<file path="config.mk">
export PLATFORM = sky130hd
export DESIGN_NAME = dram_dev_flat
export DESIGN_NICKNAME = d
export VERILOG_FILES = /design/src/shared/dram_pkg.sv /design/src/shared/dram_link_if.sv /design/src/logic/dram_fifo.sv /design/src/logic/dram_dev.sv /design/src/flat_wrapper.sv
export SDC_FILE = /design/constraint.sdc
export NUM_CORES = 1
export LEC_CHECK = 0
export BUFFER_PORTS_ARGS = -buffer_cell sky130_fd_sc_hd__buf_2
export CORE_MARGIN = 4
export CORE_UTILIZATION = 45
export DETAILED_ROUTE_END_ITERATION = 16
export HOLD_SLACK_MARGIN = 0.03
export PLACE_DENSITY_LB_ADDON = 0.25
export SETUP_SLACK_MARGIN = 0.3
export SLEW_MARGIN = 20
export SYNTH_ARGS = -nofsm -noshare
export SYNTH_HDL_FRONTEND = slang
export SYNTH_SLANG_ARGS = --single-unit
</file>
<file path="constraint.sdc">
create_clock -name i_clk -period 6.56 [get_ports i_clk]
set_input_delay 1.312 -clock i_clk [delete_from_list [all_inputs] [get_ports i_clk]]
set_output_delay 1.312 -clock i_clk [all_outputs]
set_load 0.1 [all_outputs]
</file>
<file path="src/shared/dram_pkg.sv">
/*
  Shared constants for the display RAM write path: RAM geometry, drive modes,
  pointer steps and the command kinds that pass between host and device ends.
  Assumes a single 100 MHz clock domain shared by both ends.
*/
package dram_pkg;
  localparam int unsigned ADDR_W = 6;
  localparam logic [5:0] RAM_DEPTH = 6'h3c;
  localparam logic [5:0] LAST_ADDR = 6'h3b;
  localparam logic [5:0] ADDR_ZERO = 6'h00;
  localparam int unsigned ROWS = 4;
  localparam int unsigned SUB_W = 3;
  localparam logic [2:0] SUB_RESET = 3'h0;
  localparam int unsigned FIFO_DEPTH = 4;
  localparam int unsigned FIFO_W = 10;

  typedef enum logic [1:0] {
    MODE_STATIC = 2'b00,
    MODE_MUX2 = 2'b01,
    MODE_MUX3 = 2'b10,
    MODE_MUX4 = 2'b11
  } dram_mode_e;

  // Kind of each word that travels from host to device.
  typedef enum logic [1:0] {
    KIND_DATA = 2'b00,
    KIND_PTR = 2'b01,
    KIND_SEL = 2'b10,
    KIND_MODE = 2'b11
  } dram_kind_e;

  localparam logic [5:0] STEP_STATIC = 6'h08;
  localparam logic [5:0] STEP_MUX2 = 6'h04;
  localparam logic [5:0] STEP_MUX3 = 6'h03;
  localparam logic [5:0] STEP_MUX4 = 6'h02;
  localparam logic [1:0] MODE_RESET = 2'b00;
endpackage : dram_pkg

</file>
<file path="src/shared/dram_link_if.sv">
/*
  Link between the host end and the display RAM end: a valid/ready stream of
  typed words (kind plus byte) and an abort strobe for a truncated transfer.
  Assumes both ends share i_clk.
*/
`timescale 1ns/1ps
interface dram_link_if;
  logic valid;
  logic ready;
  logic [1:0] kind;
  logic [7:0] data;
  logic abort;

  modport host (output valid, output kind, output data, output abort, input ready);
  modport dev (input valid, input kind, input data, input abort, output ready);
endinterface : dram_link_if

</file>
<file path="src/logic/dram_fifo.sv">
/*
  Flip-flop FIFO with valid/ready on both sides and honest full and empty.
  Assumes a single synchronous clock and an asynchronous active-low reset.
*/
`timescale 1ns/1ps
module dram_fifo #(
  parameter int unsigned WIDTH = 10,
  parameter int unsigned DEPTH = 4
) (
  input wire logic i_clk, // Clock.
  input wire logic i_rst_n, // Async reset, active low.
  input wire logic i_in_valid, // Word offered.
  output logic o_in_ready, // Room for a word.
  input wire logic [WIDTH-1:0] i_in_data, // Word in.
  output logic o_out_valid, // Word available.
  input wire logic i_out_ready, // Consumer takes word.
  output logic [WIDTH-1:0] o_out_data // Head word.
);
  localparam int unsigned PW = $clog2(DEPTH);
  logic [WIDTH-1:0] mem_reg [DEPTH];
  logic [PW-1:0] wr_reg;
  logic [PW-1:0] rd_reg;
  logic [PW:0] cnt_reg;
  wire push = i_in_valid && o_in_ready;
  wire pop = o_out_valid && i_out_ready;
  // The count is one bit wider than the pointers, so a full queue never reads as empty.
  wire full = (cnt_reg == (PW+1)'(DEPTH));
  assign o_in_ready = !full;
  assign o_out_valid = (cnt_reg != '0);
  assign o_out_data = mem_reg[rd_reg];

  always_ff @(posedge i_clk or negedge i_rst_n) begin
    if (!i_rst_n) begin
      wr_reg <= '0;
      rd_reg <= '0;
      cnt_reg <= '0;
    end else begin
      if (push) wr_reg <= (wr_reg == PW'(DEPTH - 1)) ? '0 : wr_reg + 1'b1;
      if (pop) rd_reg <= (rd_reg == PW'(DEPTH - 1)) ? '0 : rd_reg + 1'b1;
      cnt_reg <= cnt_reg + (PW+1)'(push) - (PW+1)'(pop);
    end
  end

  genvar g;
  generate
    for (g = 0; g < DEPTH; g++) begin : g_mem
      always_ff @(posedge i_clk or negedge i_rst_n) begin
        if (!i_rst_n) mem_reg[g] <= '0;
        else if (push && wr_reg == PW'(g)) mem_reg[g] <= i_in_data;
      end
    end
  endgenerate
endmodule : dram_fifo

</file>
<file path="src/logic/dram_dev.sv">
/*
  Display RAM write end: takes data, pointer-load, chip-select and mode words
  from the link, spreads display bytes over the 60 x 4 RAM by drive mode and
  advances the pointer and subaddress counter.
  Assumes words arrive already decoded by a bus engine, in order, on i_clk.
//
// Contract
// - Static: byte bits into row 0, eight addresses.
// - 1:2: bit pairs, rows 0-1, four addresses.
// - 1:3: bit triples, rows 0-2, three addresses.
// - 1:3: third address row 2 untouched.
// - 1:4: nibbles into rows 0-3, two addresses.
// - Host loads pointer; bytes stored from pointer.
// - Pointer steps 8, 4, 3, 2 by mode.
// - Host reloads pointer after truncated transfer.
// - Store only when counter equals strapped subaddress.
// - Chip-select word loads subaddress counter.
// - Mismatch suppresses write, pointer still advances.
// - Pointer overflow increments subaddress counter.
// - Host selects each cascaded device then loads pointer.
// - Strapped subaddress kept steady during access.
*/
`timescale 1ns/1ps
module dram_dev (
  input wire logic i_clk, // Clock.
  input wire logic i_rst_n, // Async reset, active low.
  dram_link_if.dev link, // Stream from host end.
  input wire logic i_hw_subaddr_bit0, // Strapped subaddress bit 0.
  input wire logic i_hw_subaddr_bit1, // Strapped subaddress bit 1.
  input wire logic i_hw_subaddr_bit2, // Strapped subaddress bit 2.
  input wire logic [5:0] i_rd_addr, // Display-side read address.
  output logic [3:0] o_rd_data, // RAM column at i_rd_addr.
  output logic [5:0] o_ptr, // Data pointer.
  output logic [2:0] o_subaddr, // Subaddress counter.
  output logic [1:0] o_mode, // Drive mode.
  output logic o_ptr_valid // Pointer loaded and not aborted.
);
  logic [3:0] ram_reg [dram_pkg::RAM_DEPTH];
  logic [5:0] ptr_reg;
  logic [2:0] sub_reg;
  logic [1:0] mode_reg;
  logic pv_reg;

  wire f_valid;
  wire f_ready;
  wire [9:0] f_data;
  wire [1:0] w_kind = f_data[9:8];
  wire [7:0] w_byte = f_data[7:0];
  assign f_ready = 1'b1;

  dram_fifo #(.WIDTH(dram_pkg::FIFO_W), .DEPTH(dram_pkg::FIFO_DEPTH)) u_fifo (
    .i_clk(i_clk),
    .i_rst_n(i_rst_n),
    .i_in_valid(link.valid),
    .o_in_ready(link.ready),
    .i_in_data({link.kind, link.data}),
    .o_out_valid(f_valid),
    .i_out_ready(f_ready),
    .o_out_data(f_data)
  );

  wire take = f_valid && f_ready;
  wire is_data = take && (w_kind == dram_pkg::KIND_DATA);
  wire [2:0] hw_sub = {i_hw_subaddr_bit2, i_hw_subaddr_bit1, i_hw_subaddr_bit0};
  wire match = (sub_reg == hw_sub);
  wire do_store = is_data && match;

  // Step and resulting pointer; overflow wraps and bumps the subaddress.
  wire [5:0] step = (mode_reg == dram_pkg::MODE_STATIC) ? dram_pkg::STEP_STATIC :
                    (mode_reg == dram_pkg::MODE_MUX2) ? dram_pkg::STEP_MUX2 :
                    (mode_reg == dram_pkg::MODE_MUX3) ? dram_pkg::STEP_MUX3 :
                    dram_pkg::STEP_MUX4;
  wire [6:0] ptr_sum = {1'b0, ptr_reg} + {1'b0, step};
  wire ovf = ptr_sum >= {1'b0, dram_pkg::RAM_DEPTH};
  wire [5:0] ptr_adv = ovf ? dram_pkg::ADDR_ZERO : ptr_sum[5:0];

  always_ff @(posedge i_clk or negedge i_rst_n) begin
    if (!i_rst_n) begin
      ptr_reg <= dram_pkg::ADDR_ZERO;
      sub_reg <= dram_pkg::SUB_RESET;
      mode_reg <= dram_pkg::MODE_RESET;
      pv_reg <= 1'b0;
    end else begin
      if (take && w_kind == dram_pkg::KIND_PTR) begin
        // The whole byte is compared, so a value above the RAM never aliases into it.
        ptr_reg <= (w_byte > {2'h0, dram_pkg::LAST_ADDR}) ? dram_pkg::ADDR_ZERO : w_byte[5:0];
        pv_reg <= 1'b1;
      end else if (is_data) begin
        ptr_reg <= ptr_adv;
      end
      if (link.abort) pv_reg <= 1'b0;
      if (take && w_kind == dram_pkg::KIND_SEL) sub_reg <= w_byte[2:0];
      else if (is_data && ovf) sub_reg <= sub_reg + 3'h1;
      if (take && w_kind == dram_pkg::KIND_MODE) mode_reg <= w_byte[1:0];
    end
  end

  // Per address: offset from pointer selects which slice of the byte lands here.
  genvar a, r;
  generate
    for (a = 0; a < dram_pkg::RAM_DEPTH; a++) begin : g_col
      wire [5:0] off = 6'(a) - ptr_reg;
      logic [3:0] nv;
      logic [3:0] we;
      always_comb begin
        nv = ram_reg[a];
        we = 4'h0;
        case (mode_reg)
          dram_pkg::MODE_STATIC: begin
            if (6'(a) >= ptr_reg && off < 6'h08) begin
              we = 4'h1;
              nv[0] = w_byte[3'h7 - off[2:0]];
            end
          end
          dram_pkg::MODE_MUX2: begin
            if (6'(a) >= ptr_reg && off < 6'h04) begin
              we = 4'h3;
              nv[0] = w_byte[3'h7 - {off[1:0], 1'b0}];
              nv[1] = w_byte[3'h6 - {off[1:0], 1'b0}];
            end
          end
          dram_pkg::MODE_MUX3: begin
            if (6'(a) >= ptr_reg && off < 6'h03) begin
              we = (off == 6'h02) ? 4'h3 : 4'h7;
              nv[0] = w_byte[3'(4'h7 - 4'(off) * 4'h3)];
              nv[1] = w_byte[3'(4'h6 - 4'(off) * 4'h3)];
              if (off != 6'h02) nv[2] = w_byte[3'(4'h5 - 4'(off) * 4'h3)];
            end
          end
          default: begin
            if (6'(a) >= ptr_reg && off < 6'h02) begin
              we = 4'hf;
              nv = off[0] ? w_byte[3:0] : w_byte[7:4];
            end
          end
        endcase
      end
      always_ff @(posedge i_clk or negedge i_rst_n) begin
        if (!i_rst_n) ram_reg[a] <= 4'h0;
        else if (do_store && we != 4'h0) ram_reg[a] <= nv;
      end
    end
  endgenerate

  assign o_rd_data = (i_rd_addr <= dram_pkg::LAST_ADDR) ? ram_reg[i_rd_addr] : 4'h0;
  assign o_ptr = ptr_reg;
  assign o_subaddr = sub_reg;
  assign o_mode = mode_reg;
  assign o_ptr_valid = pv_reg;
endmodule : dram_dev

</file>
<file path="src/flat_wrapper.sv">
// flat-port wrapper written by rule: the top's interface ports become plain ports
module dram_dev_flat 
  (i_clk, i_rst_n, i_hw_subaddr_bit0, i_hw_subaddr_bit1, i_hw_subaddr_bit2, i_rd_addr, o_rd_data, o_ptr, o_subaddr, o_mode, o_ptr_valid, link_valid, link_kind, link_data, link_abort, link_ready);
  dram_link_if link_i ();
  input wire logic i_clk;
  input wire logic i_rst_n;
  input wire logic i_hw_subaddr_bit0;
  input wire logic i_hw_subaddr_bit1;
  input wire logic i_hw_subaddr_bit2;
  input wire logic [5:0] i_rd_addr;
  output logic [3:0] o_rd_data;
  output logic [5:0] o_ptr;
  output logic [2:0] o_subaddr;
  output logic [1:0] o_mode;
  output logic o_ptr_valid;
  input wire logic [$bits(link_i.valid)-1:0] link_valid;
  input wire logic [$bits(link_i.kind)-1:0] link_kind;
  input wire logic [$bits(link_i.data)-1:0] link_data;
  input wire logic [$bits(link_i.abort)-1:0] link_abort;
  output wire logic [$bits(link_i.ready)-1:0] link_ready;
  assign link_i.valid = link_valid;
  assign link_i.kind = link_kind;
  assign link_i.data = link_data;
  assign link_i.abort = link_abort;
  assign link_ready = link_i.ready;
  dram_dev u_core (.i_clk(i_clk), .i_rst_n(i_rst_n), .link(link_i), .i_hw_subaddr_bit0(i_hw_subaddr_bit0), .i_hw_subaddr_bit1(i_hw_subaddr_bit1), .i_hw_subaddr_bit2(i_hw_subaddr_bit2), .i_rd_addr(i_rd_addr), .o_rd_data(o_rd_data), .o_ptr(o_ptr), .o_subaddr(o_subaddr), .o_mode(o_mode), .o_ptr_valid(o_ptr_valid));
endmodule
</file>
==> flow_summary_export.csv <==
group,metric,value,unit
die,die_area,0.0514,mm²
global_routing,antenna_found_initial,2,
clock_network,cts_tree,"built",
layout,final_common_cell,"dfrtp_1",
synth,async_flop_share,1.00,
detailed_routing,dr.pass1.iters,6,
layout,largest_register_ffs,240,
placed_design,gp_congestion,1.04,
placed_design,post-dp-hpwl,67.8,mm
sta,post-route-period-util,0.805,
synth,syn_inst,2186,
layout,final_cells,2824,
die,io_pins,40,
synth,synthFlopType,"dfrtp_1",
clock_network,clk_pin_slew_worst_paths,0.05,ns
global_routing,grt_overflow,0,
sta,setup_viol,0,
synth,ys_types,93,
sta,fmax,0.189,GHz
synth,syn_area_per_cell,9.84,µm²
synth,ys_ff_latch,299,
global_routing,grt.total_usage,0.348,
clock_network,cts_setup_buffers,0,
layout,final_cell_mix,"dfrtp_1 (296), mux2_2 (246), nand2_1 (244)",
layout,layout-drive-gt1-share,0.247,
die,core_area,0.0469,mm²
worst_setup_path,crit_fanout,27,
sta,rsz0062_at_grt,"no",
placed_design,portBuffers,39,
worst_setup_path,required,5.25,ns
layout,finalNetCount,2265,
detailed_routing,drt-total-wl,90.6,mm
clock_network,htreeDepth,2,
detailed_routing,ant_nets,0,
global_routing,grt_pass1_wl,131,mm
die,die_w,227,µm
synth,synth-edff-count,0,
worst_setup_path,critPathKind,"in -> out",
clock_network,cts.sinks,299,
sta,worstMarginPinSlew,1.21,ns
worst_setup_path,crit_path_start_kind,"input pin",
clock_network,cts_buffer_depth,3,
global_routing,grt_max_degree,179,
global_routing,first_global_vias,18900,
detailed_routing,num_vias,19600,
die,rows,79,
detailed_routing,dr.first_iter.drc_count,2471,
clock_network,holdBufCountCts,0,
layout,synthToLayoutAreaGrowth,10.6,%
placed_design,placed_cells,2754,
sta,slew_headroom,0.190,
detailed_routing,routedWlPerCell,32.1,µm
clock_network,numCtsBuffers,37,
clock_network,cts_resized,0,
clock_network,clk_latency,0.56,ns
worst_setup_path,end_kind,"output port",
sta,post-route-min-period,5.28,ns
sta,final-hold-violation-count,0,
layout,stdcell_area,0.0238,mm²
worst_setup_path,cp_data_arrival_time,3.97,ns
flow_run,cap_viol_max_count,0,
placed_design,placed_cell_area,0.0225,mm²
die,die_h,227,µm
sta,setup_tns,0,ns
synth,seq_area_frac_synth,0.348,
hold_path,hold_path_class,"reg -> reg",
sta,slew_violations,0,
die,initial_utilization,0.459,
clock_network,cts_root_buf,"clkbuf_16",
synth,synthesis.nets,2264,
sta,finalClockSkew,0.0196,ns
detailed_routing,viasPerCell,6.95,
outcome,status,"completed",
detailed_routing,drc,0,
synth,yosysWarningCount,0,
sta,hold-worst-slack,0.496,ns
synth,syn_area,0.0215,mm²
critical path, stage by stage:
cell	delay, ns
buf_4	0.45
buf_12	0.31
mux4_2	0.55
mux4_2	0.48
mux4_2	0.51
buf_2	0.32
synthesized netlist by cell type, types with 25 or more instances:
cell type,instances,area [µm²]
nand3_1,62,310
nor3_1,71,355
nand2_1,244,916
nand4_1,25,156
nand2b_1,28,175
a21oi_1,138,691
nor2_1,154,578
xnor2_1,49,429
nor2b_1,29,181
mux2i_1,27,270
inv_1,37,139
a31oi_1,33,206
mux2_2,246,2770
clkbuf_1,103,387
ha_1,53,663
mux4_2,96,2160
a41oi_1,36,315
o21ai_0,84,420
dfrtp_1,299,7480
buf_1,31,116
layer usage:
metal / GRT usage / wire, µm / vias to the layer above
li1: - / - / 8209
met1: 0.471 / 34800 / 9781
met2: 0.516 / 39000 / 1337
met3: 0.0746 / 10100 / 298
met4: 0.205 / 6640 / 0
met5: 0 / 0 / -
per-stage QoR:
| step | util | setup WS, ns |
|---|---|---|
| floorplan | - | 1.10 |
| global placement | 0.479 | 1.31 |
| detailed placement | 0.479 | 1.26 |
| CTS | 0.507 | 1.25 |
| global route | 0.508 | 1.16 |
| finish | 0.508 | 1.28 |
cell families (layout without fill, tap and decap cells):
kind of cell               count (synthesis)  after routing  synth area share
other                                      0              2                 0
adders and majority gates                 55             55            0.0327
buffers and inverters                    186            215            0.0341
muxes                                    375            375             0.245
xor gates and xnor gates                  69             69            0.0281
AOI/OAI and AO/OA                        497            497             0.156
and+or+nand+nor                          705            705             0.155
DFF                                      299            299             0.348
final timing paths:
| kind | end | slack (ns) | cells after the start | startpoint |
|---|---|---|---|---|
| max in group asynchronous | u_core.ram_reg[202] | 4.37 | 3 | i_rst_n |
| worst min register to register | u_core.u_fifo.mem_reg[11] | 0.50 | 1 | u_core.u_fifo.mem_reg[11] |
| worst max register to register | u_core.ram_reg[77] | 1.99 | 12 | u_core.o_ptr[1] |
| worst max-delay path | o_rd_data[3] | 1.28 | 6 | i_rd_addr[0] |
| min in group asynchronous | u_core.ram_reg[154] | 0.73 | 1 | i_rst_n |
| worst min-delay path | u_core.u_fifo.mem_reg[11] | 0.50 | 1 | u_core.u_fifo.mem_reg[11] |
layout make-up:
class | instances | area [µm²]
clock inverters | 21 | 295
clock buffers | 46 | 1000
flip-flops and latches | 299 | 7490
fillers | 4298 | 23100
well taps | 607 | 759
multi-input cells | 1701 | 13300
diodes | 2 | 5.00
inverters | 41 | 154
repair buffers | 107 | 776
Power is not shown: default switching activity piles up to over one toggle a cycle in this logic, so the estimate is an artifact.
